`src/rtl/jump_decide_pkg.sv`:
```
// Constants and types for the relative jump decision unit
// Function
// - Bit-set jump picks one source bit by bit-select; taken only when it is one.
// - Bit-set jump fields: opcode 31:27, delay 26, bit-select 25:21, source 20:16, disp 15:0.
// - Short displacement is sign-extended, shifted left two, added to instruction address.
// - Delay flag 0 suppresses next instruction on taken jump; 1 executes it first.
// - Sign bit is source MSB; zero bit is NOR of the 31 low bits.
// - Sign and zero bits index the condition mask; jump taken when selected bit set.
// - Mask bit 24 sign+zero, 23 sign only, 22 zero only, 21 neither.
// - Mask bit 25 is ignored by the jump selection logic.
// - Named conditions map to fixed mask values, bit 25 down to bit 21.
// - Zero-compare jump fields: opcode 31:27, delay 26, mask 25:21, source 20:16, disp 15:0.
// - Unconditional jump always taken; target is address plus shifted long displacement.
// - Unconditional jump fields: opcode 31:27, delay 26, long displacement 25:0.
package jump_decide_pkg;
    localparam int OPC_HI = 31;
    localparam int OPC_LO = 27;
    localparam int DLY_BIT = 26;
    localparam int SEL_HI = 25;
    localparam int SEL_LO = 21;
    localparam int SRC_HI = 20;
    localparam int SRC_LO = 16;
    localparam int SDISP_HI = 15;
    localparam int LDISP_HI = 25;
    localparam int SHIFT = 2;
    localparam logic [31:0] WORD_STEP = 32'h0000_0004;
    localparam logic [4:0] OPC_BIT_ONE = 5'h1B;
    localparam logic [4:0] OPC_ZERO_CMP = 5'h1D;
    localparam logic [4:0] OPC_UNCOND = 5'h18;
    localparam logic [4:0] IS_ZERO_COND = 5'h02;
    localparam logic [4:0] NONZERO_COND = 5'h0D;
    localparam logic [4:0] POSITIVE_COND = 5'h01;
    localparam logic [4:0] NEGATIVE_COND = 5'h0C;
    localparam logic [4:0] NONNEGATIVE_COND = 5'h03;
    localparam logic [4:0] NONPOSITIVE_COND = 5'h0E;

    typedef struct packed {
        logic        valid;
        logic [31:0] word;
        logic [31:0] executing_pointer;
        logic [31:0] first_source_register;
    } jump_req_t;

    typedef struct packed {
        logic        valid;
        logic        is_jump;
        logic        taken;
        logic        delay_slot;
        logic        squash_next;
        logic [31:0] fetch_pointer;
    } jump_res_t;
endpackage

```
`src/rtl/relative_jump_decision_unit.sv`:
```
// Decode, target and decision for the three relative jump instructions
`timescale 1ns/100ps
`default_nettype none
module relative_jump_decision_unit (
    input  wire logic                       i_sys_clk,
    input  wire logic                       i_nrst,
    input  wire jump_decide_pkg::jump_req_t i_req,
    output var  jump_decide_pkg::jump_res_t o_res
);
    import jump_decide_pkg::*;

    logic [4:0]  opc;
    logic        dly;
    logic [4:0]  sel;
    logic [31:0] src;
    logic [31:0] short_displacement;
    logic [31:0] long_displacement;
    logic        sign_bit;
    logic        zero_bit;
    logic [1:0]  cond_idx;
    logic [3:0]  cond_bits;
    logic [31:0] bit_hit;
    logic        bit_taken;
    logic        is_bit_one;
    logic        is_zero_cmp;
    logic        is_uncond;
    jump_res_t   res_d;
    jump_res_t   res_q;

    // One comparator per source bit; only the selected bit can hit
    for (genvar n = 0; n <= OPC_HI; n++) begin : g_bit_pick
        assign bit_hit[n] = (sel == 5'(n)) && src[n];
    end
    assign bit_taken = |bit_hit;
    assign is_bit_one = i_req.valid && (opc == OPC_BIT_ONE);
    assign is_zero_cmp = i_req.valid && (opc == OPC_ZERO_CMP);
    assign is_uncond = i_req.valid && (opc == OPC_UNCOND);

    always_comb begin
        opc = i_req.word[OPC_HI:OPC_LO];
        dly = i_req.word[DLY_BIT];
        sel = i_req.word[SEL_HI:SEL_LO];
        src = i_req.first_source_register;
        short_displacement = {{(OPC_HI-SDISP_HI-SHIFT){i_req.word[SDISP_HI]}},
                              i_req.word[SDISP_HI:0], {SHIFT{1'b0}}};
        long_displacement = {{(OPC_HI-LDISP_HI-SHIFT){i_req.word[LDISP_HI]}},
                             i_req.word[LDISP_HI:0], {SHIFT{1'b0}}};
        sign_bit = src[OPC_HI];
        zero_bit = ~|src[OPC_HI-1:0];
        cond_idx = {sign_bit, zero_bit};
        // Index 3 sign+zero .. index 0 neither; mask bit 25 not used
        cond_bits = sel[3:0];
        res_d = '0;
        res_d.valid = i_req.valid;
        res_d.fetch_pointer = i_req.executing_pointer + WORD_STEP;
        if (i_req.valid) begin
            case (opc)
                OPC_BIT_ONE: begin
                    res_d.is_jump = 1'b1;
                    res_d.taken = bit_taken;
                end
                OPC_ZERO_CMP: begin
                    res_d.is_jump = 1'b1;
                    res_d.taken = cond_bits[cond_idx];
                end
                OPC_UNCOND: begin
                    res_d.is_jump = 1'b1;
                    res_d.taken = 1'b1;
                end
                default: res_d.is_jump = 1'b0;
            endcase
        end
        if (res_d.taken) begin
            if (opc == OPC_UNCOND) begin
                res_d.fetch_pointer = i_req.executing_pointer + long_displacement;
            end else begin
                res_d.fetch_pointer = i_req.executing_pointer + short_displacement;
            end
            res_d.delay_slot = dly;
            res_d.squash_next = ~dly;
        end
    end

    always_ff @(posedge i_sys_clk or negedge i_nrst) begin
        if (!i_nrst) begin
            res_q <= '0;
        end else begin
            res_q <= res_d;
        end
    end

    assign o_res = res_q;

    chk_uncond_always_taken: assert property (@(posedge i_sys_clk) disable iff (!i_nrst)
        i_req.valid && i_req.word[OPC_HI:OPC_LO] == OPC_UNCOND |=> o_res.taken && o_res.valid)
        else $error("unconditional jump not taken");
    chk_delay_squash: assert property (@(posedge i_sys_clk) disable iff (!i_nrst)
        o_res.taken |-> (o_res.squash_next != o_res.delay_slot))
        else $error("delay and squash disagree");
    chk_not_taken_seq: assert property (@(posedge i_sys_clk) disable iff (!i_nrst)
        i_req.valid && !res_d.taken |=> o_res.fetch_pointer == $past(i_req.executing_pointer) + WORD_STEP
        && !o_res.squash_next)
        else $error("untaken jump not sequential");
    chk_bit_one_pick: assert property (@(posedge i_sys_clk) disable iff (!i_nrst)
        i_req.valid && i_req.word[OPC_HI:OPC_LO] == OPC_BIT_ONE
        |=> o_res.taken == $past(i_req.first_source_register[i_req.word[SEL_HI:SEL_LO]]))
        else $error("bit test decision wrong");
    chk_zero_cond: assert property (@(posedge i_sys_clk) disable iff (!i_nrst)
        i_req.valid && i_req.word[OPC_HI:OPC_LO] == OPC_ZERO_CMP
        && i_req.word[SEL_HI:SEL_LO] == IS_ZERO_COND |=> o_res.taken == ($past(src) == 32'h0000_0000))
        else $error("is-zero condition wrong");
    chk_neg_cond: assert property (@(posedge i_sys_clk) disable iff (!i_nrst)
        i_req.valid && i_req.word[OPC_HI:OPC_LO] == OPC_ZERO_CMP
        && i_req.word[SEL_HI:SEL_LO] == NEGATIVE_COND |=> o_res.taken == $past(src[OPC_HI]))
        else $error("negative condition wrong");
    chk_mask_top_ignored: assert property (@(posedge i_sys_clk) disable iff (!i_nrst)
        is_zero_cmp |=> o_res.taken == $past(
            (src[OPC_HI] && ~|src[OPC_HI-1:0] && i_req.word[SEL_HI-1])
            || (src[OPC_HI] && |src[OPC_HI-1:0] && i_req.word[SEL_HI-2])
            || (!src[OPC_HI] && ~|src[OPC_HI-1:0] && i_req.word[SEL_LO+1])
            || (!src[OPC_HI] && |src[OPC_HI-1:0] && i_req.word[SEL_LO])))
        else $error("mask bit 25 affects decision");
    chk_short_target: assert property (@(posedge i_sys_clk) disable iff (!i_nrst)
        i_req.valid && opc == OPC_BIT_ONE && res_d.taken |=> o_res.fetch_pointer
        == $past(i_req.executing_pointer) + {{14{$past(i_req.word[15])}}, $past(i_req.word[15:0]), 2'b00})
        else $error("short target wrong");

    chk_bit_one_clear: assert property (@(posedge i_sys_clk) disable iff (!i_nrst)
        is_bit_one && !i_req.first_source_register[sel]
        |=> !o_res.taken && !o_res.squash_next && !o_res.delay_slot)
        else $error("bit test taken on a clear bit");

    chk_bit_one_set: assert property (@(posedge i_sys_clk) disable iff (!i_nrst)
        is_bit_one && i_req.first_source_register[sel]
        |=> o_res.taken)
        else $error("bit test not taken on a set bit");

    chk_bit_one_low: assert property (@(posedge i_sys_clk) disable iff (!i_nrst)
        is_bit_one && sel == 5'h00
        |=> o_res.taken == $past(i_req.first_source_register[0]))
        else $error("bit test of lowest bit wrong");

    chk_bit_one_high: assert property (@(posedge i_sys_clk) disable iff (!i_nrst)
        is_bit_one && sel == 5'h1F
        |=> o_res.taken == $past(i_req.first_source_register[OPC_HI]))
        else $error("bit test of highest bit wrong");

    chk_bit_one_decode: assert property (@(posedge i_sys_clk) disable iff (!i_nrst)
        is_bit_one
        |=> o_res.is_jump && o_res.valid)
        else $error("bit test opcode not decoded");

    chk_bit_one_slot: assert property (@(posedge i_sys_clk) disable iff (!i_nrst)
        is_bit_one && i_req.first_source_register[sel]
        |=> o_res.delay_slot == $past(i_req.word[DLY_BIT]))
        else $error("bit test delay flag wrong");

    chk_bit_one_squash: assert property (@(posedge i_sys_clk) disable iff (!i_nrst)
        is_bit_one && i_req.first_source_register[sel] && !i_req.word[DLY_BIT]
        |=> o_res.squash_next)
        else $error("bit test did not suppress next");

    chk_bit_one_miss_step: assert property (@(posedge i_sys_clk) disable iff (!i_nrst)
        is_bit_one && !i_req.first_source_register[sel]
        |=> o_res.fetch_pointer == $past(i_req.executing_pointer) + WORD_STEP)
        else $error("bit test miss not sequential");

    chk_cond_target: assert property (@(posedge i_sys_clk) disable iff (!i_nrst)
        is_zero_cmp && res_d.taken |=> o_res.fetch_pointer == $past(i_req.executing_pointer)
        + {{14{$past(i_req.word[15])}}, $past(i_req.word[15:0]), 2'b00})
        else $error("condition jump target wrong");

    chk_target_align: assert property (@(posedge i_sys_clk) disable iff (!i_nrst)
        i_req.valid && res_d.taken
        |=> o_res.fetch_pointer[1:0] == $past(i_req.executing_pointer[1:0]))
        else $error("target not word aligned to pointer");

    chk_long_target: assert property (@(posedge i_sys_clk) disable iff (!i_nrst)
        is_uncond |=> o_res.fetch_pointer == $past(i_req.executing_pointer)
        + {{4{$past(i_req.word[25])}}, $past(i_req.word[25:0]), 2'b00})
        else $error("long target wrong");

    chk_slot_keeps_next: assert property (@(posedge i_sys_clk) disable iff (!i_nrst)
        i_req.valid && res_d.taken && i_req.word[DLY_BIT]
        |=> o_res.delay_slot && !o_res.squash_next)
        else $error("delayed jump suppressed next");

    chk_plain_squashes: assert property (@(posedge i_sys_clk) disable iff (!i_nrst)
        i_req.valid && res_d.taken && !i_req.word[DLY_BIT]
        |=> o_res.squash_next && !o_res.delay_slot)
        else $error("plain jump kept next");

    chk_squash_taken: assert property (@(posedge i_sys_clk) disable iff (!i_nrst)
        o_res.squash_next
        |-> o_res.taken && o_res.is_jump)
        else $error("suppress without taken jump");

    chk_slot_taken: assert property (@(posedge i_sys_clk) disable iff (!i_nrst)
        o_res.delay_slot
        |-> o_res.taken && o_res.is_jump)
        else $error("delay slot without taken jump");

    chk_uncond_slot: assert property (@(posedge i_sys_clk) disable iff (!i_nrst)
        is_uncond |=> o_res.delay_slot == $past(i_req.word[DLY_BIT])
        && o_res.squash_next == !$past(i_req.word[DLY_BIT]))
        else $error("unconditional delay flag wrong");

    chk_max_neg_pick: assert property (@(posedge i_sys_clk) disable iff (!i_nrst)
        is_zero_cmp && src[OPC_HI] && ~|src[OPC_HI-1:0]
        |=> o_res.taken == $past(i_req.word[SEL_HI-1]))
        else $error("sign and zero pick wrong");

    chk_neg_pick: assert property (@(posedge i_sys_clk) disable iff (!i_nrst)
        is_zero_cmp && src[OPC_HI] && |src[OPC_HI-1:0]
        |=> o_res.taken == $past(i_req.word[SEL_HI-2]))
        else $error("sign only pick wrong");

    chk_zero_pick: assert property (@(posedge i_sys_clk) disable iff (!i_nrst)
        is_zero_cmp && src == 32'h0000_0000
        |=> o_res.taken == $past(i_req.word[SEL_LO+1]))
        else $error("zero only pick wrong");

    chk_pos_pick: assert property (@(posedge i_sys_clk) disable iff (!i_nrst)
        is_zero_cmp && !src[OPC_HI] && |src[OPC_HI-1:0]
        |=> o_res.taken == $past(i_req.word[SEL_LO]))
        else $error("neither pick wrong");

    chk_cond_decode: assert property (@(posedge i_sys_clk) disable iff (!i_nrst)
        is_zero_cmp
        |=> o_res.is_jump && o_res.valid)
        else $error("condition opcode not decoded");

    chk_cond_empty_mask: assert property (@(posedge i_sys_clk) disable iff (!i_nrst)
        is_zero_cmp && i_req.word[SEL_HI-1:SEL_LO] == 4'h0
        |=> !o_res.taken)
        else $error("empty mask took jump");

    chk_cond_full_mask: assert property (@(posedge i_sys_clk) disable iff (!i_nrst)
        is_zero_cmp && i_req.word[SEL_HI-1:SEL_LO] == 4'hF
        |=> o_res.taken)
        else $error("full mask missed jump");

    chk_top_bit_alone: assert property (@(posedge i_sys_clk) disable iff (!i_nrst)
        is_zero_cmp && i_req.word[SEL_HI:SEL_LO] == 5'h10
        |=> !o_res.taken)
        else $error("mask bit 25 alone took jump");

    chk_nonzero_cond: assert property (@(posedge i_sys_clk) disable iff (!i_nrst)
        is_zero_cmp && i_req.word[SEL_HI:SEL_LO] == NONZERO_COND
        |=> o_res.taken == ($past(src) != 32'h0000_0000))
        else $error("nonzero condition wrong");

    chk_positive_cond: assert property (@(posedge i_sys_clk) disable iff (!i_nrst)
        is_zero_cmp && i_req.word[SEL_HI:SEL_LO] == POSITIVE_COND
        |=> o_res.taken == (!$past(src[OPC_HI]) && $past(src) != 32'h0000_0000))
        else $error("positive condition wrong");

    chk_nonneg_cond: assert property (@(posedge i_sys_clk) disable iff (!i_nrst)
        is_zero_cmp && i_req.word[SEL_HI:SEL_LO] == NONNEGATIVE_COND
        |=> o_res.taken == !$past(src[OPC_HI]))
        else $error("nonnegative condition wrong");

    chk_nonpos_cond: assert property (@(posedge i_sys_clk) disable iff (!i_nrst)
        is_zero_cmp && i_req.word[SEL_HI:SEL_LO] == NONPOSITIVE_COND
        |=> o_res.taken == ($past(src[OPC_HI]) || $past(src) == 32'h0000_0000))
        else $error("nonpositive condition wrong");

    chk_cond_slot: assert property (@(posedge i_sys_clk) disable iff (!i_nrst)
        is_zero_cmp && res_d.taken
        |=> o_res.delay_slot == $past(i_req.word[DLY_BIT]))
        else $error("condition delay flag wrong");

    chk_cond_miss_step: assert property (@(posedge i_sys_clk) disable iff (!i_nrst)
        is_zero_cmp && !res_d.taken
        |=> o_res.fetch_pointer == $past(i_req.executing_pointer) + WORD_STEP && !o_res.delay_slot)
        else $error("condition miss not sequential");

    chk_uncond_decode: assert property (@(posedge i_sys_clk) disable iff (!i_nrst)
        is_uncond
        |=> o_res.is_jump && o_res.valid)
        else $error("unconditional opcode not decoded");

    chk_other_opcode: assert property (@(posedge i_sys_clk) disable iff (!i_nrst)
        i_req.valid && !is_bit_one && !is_zero_cmp && !is_uncond
        |=> !o_res.is_jump && !o_res.taken && o_res.valid)
        else $error("other opcode decoded as jump");

    chk_other_step: assert property (@(posedge i_sys_clk) disable iff (!i_nrst)
        i_req.valid && !is_bit_one && !is_zero_cmp && !is_uncond
        |=> o_res.fetch_pointer == $past(i_req.executing_pointer) + WORD_STEP)
        else $error("other opcode not sequential");

    chk_idle_quiet: assert property (@(posedge i_sys_clk) disable iff (!i_nrst)
        !i_req.valid
        |=> !o_res.valid && !o_res.is_jump && !o_res.taken)
        else $error("idle cycle produced a jump");

    chk_taken_valid: assert property (@(posedge i_sys_clk) disable iff (!i_nrst)
        o_res.taken
        |-> o_res.valid && o_res.is_jump)
        else $error("taken without valid jump");
endmodule
`default_nettype wire

```
`config.mk`:
```
export PLATFORM = sky130hd
export DESIGN_NAME = relative_jump_decision_unit
export DESIGN_NICKNAME = d
export VERILOG_FILES = /design/src/rtl/jump_decide_pkg.sv /design/src/rtl/relative_jump_decision_unit.sv
export SDC_FILE = /design/constraint.sdc
export NUM_CORES = 1
export LEC_CHECK = 0
export ABC_AREA = 1
export BUFFER_PORTS_ARGS = -buffer_cell sky130_fd_sc_hd__buf_2
export CAP_MARGIN = 25
export CORE_MARGIN = 1.5
export CORE_UTILIZATION = 40
export CTS_BUF_LIST = sky130_fd_sc_hd__clkbuf_4 sky130_fd_sc_hd__clkbuf_8 sky130_fd_sc_hd__clkbuf_16
export CTS_CLUSTER_DIAMETER = 60
export DETAILED_ROUTE_END_ITERATION = 10
export MAX_ROUTING_LAYER = met4
export PLACE_DENSITY = 0.71
export SLEW_MARGIN = 0
export SYNTH_ARGS = -nofsm -noshare
export SYNTH_HDL_FRONTEND = slang
export SYNTH_SLANG_ARGS = --single-unit
```
`constraint.sdc`:
```
create_clock -name i_sys_clk -period 0.8 [get_ports i_sys_clk]
set_input_delay 0.12 -clock i_sys_clk [delete_from_list [all_inputs] [get_ports i_sys_clk]]
set_output_delay 0.12 -clock i_sys_clk [all_outputs]
set_load 0.01 [all_outputs]
```
== Word-level counts from Yosys, hierarchy flattened ==
Index checks and enable logic that the tools add are counted.

* Flip-flop bits (word level): 37
* Input port bits: 99
* Output and inout port bits: 37
* Word-level logic and storage cells: 89

* $add $sub $neg: 3
* $lt $le $gt $ge: 1
* Eq/ne operators: 34
* Multiplexer cells: 7
* Bitwise operators: 1
* Reductions and logical operators: 37

{| class="wikitable"
|+ Operators by type and width
! operator !! number
|-
| equality test 5 bit, second input constant || 19
|-
| adder 32 bit || 2
|-
| equality test 5 x 4 -> 1 bit, second input constant || 8
|-
| two-way mux 34 bit || 1
|-
| adder 32 x 3 -> 32 bit, second input constant || 1
|-
| logical AND 1 bit || 32
|-
| two-way mux 32 bit || 1
|-
| OR reduction 32 bit || 1
|-
| OR reduction 31 bit || 1
|-
| equality test 5 x 3 -> 1 bit, second input constant || 4
|-
| equality test 5 x 2 -> 1 bit, second input constant || 2
|-
| equality test 5 x 1 -> 1 bit, second input constant || 1
|-
| zero test 5 bit || 1
|-
| < comparator 2 x 3 -> 1 bit, second input constant || 1
|-
| case mux 1 bit (3 select lines) || 1
|-
| OR reduction 3 bit || 1
|-
| binary-select mux 1 bit (select 2 bit) || 1
|-
| two-way mux 1 bit || 2
|-
| two-way mux 2 bit || 1
|-
| zero test 1 bit || 1
|-
| inverter 1 bit || 1
|}

== Longest topological paths before layout ==
* Word-level depth: 7
* Depth in mapped cells: 26
* Mapped depth without buffers: 25

== Worst setup path before layout ==
OpenSTA, ideal clock, no wires.

* Kind: input to register
* Start point: in i_req[85] in the netlist's numbering
* End point: reg res_q (netlist bit o_res[24])
* Library setup time: 0.128 ns
* Data arrival time: 2.749 ns
* Data required time: 0.672 ns
* Setup slack: -2.077 ns
* Stages on the path: 22
* Path buffers: 0
* Cell sequence: nor2_2 > inv_2 > nor2_1 > nand2_1 > nand4_1 > nor2_1 > nand2_1 > nand3_1 > nand3_2 > nand2_4 > or2_1 > ha_1 > fa_1 > nand3_1 > nand2_1 > a31oi_1 > o21ai_0 > nand2_1 > nand2_1 > nor2_1 > o21bai_1 > xor2_1

{| class="wikitable"
|+ RTL lines
! item !! line !! source
|-
| start, declared || relative_jump_decision_unit.sv:7 || <nowiki>input wire jump_decide_pkg::jump_req_t i_req,</nowiki>
|-
| end signal, assigned || relative_jump_decision_unit.sv:88 || <nowiki>res_q <= res_d;</nowiki>
|-
| end, declared || relative_jump_decision_unit.sv:28 || <nowiki>jump_res_t res_q;</nowiki>
|}

==> impl_metrics.py <==
metrics = {
    "status": {
        "outcome": "finished with violations",
        "violations": "negative setup slack",
    },
    "hold_path": {
        "hold_path_depth": 2,
        "hold_class": "primary input to register",
    },
    "global_route": {
        "gr-max-usage-layer": "met2",
        "grt_pass1_wl_mm": 24.5,
        "grt_max_degree": 38,
        "grt_pass1_vias": 5133,
        "grtUsageMet3_pct": 5.07,
        "antenna_found_initial": 0,
        "gr-usage-met1_pct": 38.2,
        "overflow": 0,
        "grtUsageTotal_pct": 36.7,
        "grt_use_met2_pct": 64.7,
    },
    "setup_path": {
        "required_ns": 1.03,
        "end_kind": "register",
        "path_buf_inv": 2,
        "crit_top_cell": "nor2_2",
        "crit_path_start_kind": "primary input",
        "crit_cells": 21,
        "worstPathCellList": "buf_2 > nor2_2 > nand2_1 > nor2_1 > nand2_2 > nor2_2 > nand2_1 > nand3_1 > nand3b_1 > nand3_4 > nand2_8 > buf_4 > nor2_2 > ha_1 > a21oi_2 > o21ai_1 > a21oi_1 > nand3_2 > a21o_1 > a21oi_2 > xor2_1",
        "crit_family": "simple AND/OR/NAND/NOR gates",
        "crit_slowest_cell": "a21oi_2",
        "critPathMaxFanout": 5,
        "cpPeakStageDelay_ns": 0.36,
        "arrival_ns": 3.33,
        "criticalPathCategory": "primary input to register",
    },
    "layout": {
        "largest_reg_flops": 37,
        "n_antenna_cell": 0,
        "final_nets": 947,
        "area_growth_pct": 106,
        "drive_gt1_share_pct": 61.3,
    },
    "synth": {
        "synthTopCellsByCount": "nand2_1 (113), nor2_1 (73), inv_1 (59)",
        "syn-num-nets": 627,
        "syn-cell-area_sq_um": 3350,
        "ys_ff_latch": 37,
        "synthFlopType": "dfrtp_1",
        "avgSynthCellArea_sq_um": 6.73,
        "netlist-cell-type-count": 34,
        "yosys-top-cells-area": "dfrtp_1 (28%), nand2_1 (13%), ha_1 (11%)",
        "yosysTopAreaCell": "dfrtp_1",
        "postSynthCellCount": 498,
        "ys_async_sr_fraction_pct": 100,
        "synth_most_common_cell": "nand2_1",
        "synth_top_area_share_pct": 27.6,
        "synth-seq-area-share_pct": 27.6,
        "synth_warnings": 0,
        "synth_edf_count": 0,
    },
    "clocking": {
        "cts-buffers-inserted": 5,
        "cts_root_buf": "clkbuf_8",
        "clock_path_buffers": 2,
        "cts_tree": "yes",
        "htree_levels": 2,
        "clkTransAtPathRegs_ns": 0.08,
        "cts_sinks": 37,
    },
    "floorplan": {
        "core_sq_um": 8180,
        "num_io_pins": 136,
        "initial_utilization_pct": 41.0,
        "dieArea_sq_um": 8930,
        "rows": 33,
        "die_y_microns": 94.5,
        "die_width_microns": 94.5,
    },
    "route": {
        "drtIter0Drc": 524,
        "wl_mm": 19.5,
        "routedWlPerCell_microns": 21.1,
        "viasPerCell": 5.86,
        "drt_first_pass_iters": 8,
        "routed-via-count": 5407,
        "ant_nets": 0,
        "post-route-drc-count": 0,
    },
    "timing": {
        "drv_slew": 0,
        "fin_crit_ns": 3.10,
        "relSlewSlack_pct": 54.5,
        "setup_violations": 70,
        "final-hold-violation-count": 0,
        "fmax_mhz": 322,
        "holdWs_ns": 0.102,
        "max_slew.worst_pin.slew_ns": 0.676,
        "setup_slack_ns": -2.30,
        "rsz0062_at_grt": "true",
        "finalCritPeriodShare_pct": 388,
    },
    "run": {
        "maxCapViolCount": 0,
    },
    "power_and_ir_drop": {
        "p_leak_nw": 3.57,
        "p_per_area_nw_per_um2": 874,
        "vdd_drop_max_mv": 0.549,
    },
    "placed_design": {
        "dp_hpwl_mm": 9.89,
        "numPortBuffers": 135,
        "preCtsSetupSlack_ns": -2.42,
        "gp_congestion": 0.970,
    },
}
-- cell usage in the layout, fill, tap and decap left out, types with 3 or more instances in the layout --
| cell | count |
|---|---|
| a21o_1 | 5 |
| a21oi_1 | 13 |
| a21oi_2 | 21 |
| a21oi_4 | 3 |
| a31oi_4 | 8 |
| buf_12 | 5 |
| buf_2 | 117 |
| buf_4 | 148 |
| buf_6 | 40 |
| clkbuf_8 | 5 |
| dfrtp_1 | 37 |
| dlygate4sd3_1 | 4 |
| ha_1 | 17 |
| ha_4 | 11 |
| inv_1 | 50 |
| inv_2 | 11 |
| inv_4 | 5 |
| nand2_1 | 80 |
| nand2_2 | 25 |
| nand2_4 | 9 |
| nand3_1 | 28 |
| nand3_2 | 8 |
| nand3_4 | 5 |
| nand4_1 | 19 |
| nor2_1 | 31 |
| nor2_2 | 20 |
| nor2_4 | 26 |
| o21ai_0 | 4 |
| o21ai_1 | 8 |
| o21ai_2 | 4 |
| xnor2_2 | 5 |
| xor2_1 | 12 |
| xor2_2 | 7 |
-- path summary, 6_finish.rpt --
path	startpoint	endpoint	slack, ns
max in group asynchronous	i_nrst	o_res[30]	0.27
min in group asynchronous	i_nrst	o_res[34]	0.32
setup / recovery	i_req[13]	o_res[28]	-2.30
hold / removal	i_req[34]	o_res[2]	0.10
-- kinds of logic (layout without fill, tap and decap cells) --
family | Yosys count | count (layout) | share of synthesized area, %
and+or+nand+nor | 259 | 259 | 33.3
AOI/OAI and AO/OA | 75 | 75 | 12.5
buffers and inverters | 71 | 390 | 8.37
DFF | 37 | 37 | 27.6
adders and majority gates | 30 | 30 | 11.4
xor gates and xnor gates | 26 | 26 | 6.80
-- through the flow --
step | utilization, % | setup TNS, ns | instances | instance area (sq um) | power, mW
2_1_floorplan | - | -46.91 | 498 | 3470 | 2.79
3_3_place_gp | 65.3 | -64.20 | 876 | 5340 | 3.87
3_5_place_dp | 65.3 | -65.38 | 876 | 5340 | 3.91
4_1_cts | 77.3 | -53.72 | 903 | 6320 | 5.52
5_1_grt | 84.5 | -67.52 | 922 | 6910 | 6.22
6_report | 84.5 | -63.00 | 922 | 6910 | 6.04
-- metal layers --
metal | routed length [microns] | share of wire, %
met1 | 6350 | 33
met2 | 9220 | 47
met3 | 2110 | 11
met4 | 1770 | 9.1
met5 | 0 | 0
-- final cells by class --
cell class | count | area, sq um
multi-input cells | 390 | 3160
repair buffers | 317 | 2340
fillers | 458 | 1270
flip-flops and latches | 37 | 926
inverters | 67 | 268
well taps | 105 | 131
clock buffers | 5 | 68.8
clock inverters | 1 | 5.00
-- power by group --
part	internal, mW	switching, mW
logic	1.27	1.40
registers	2.00	0.0432
clock network	0.576	0.738
-- repair_timing --
item,4_1_cts,5_1_grt
setup endpoints to repair,70,71
hold endpoints to repair,40,0
gates cloned,1,0
pin swaps,62,56
hold buffers,4,0
resized for setup,171,100
setup buffers,18,19
Note: power is estimated with default switching activity, not from simulation.
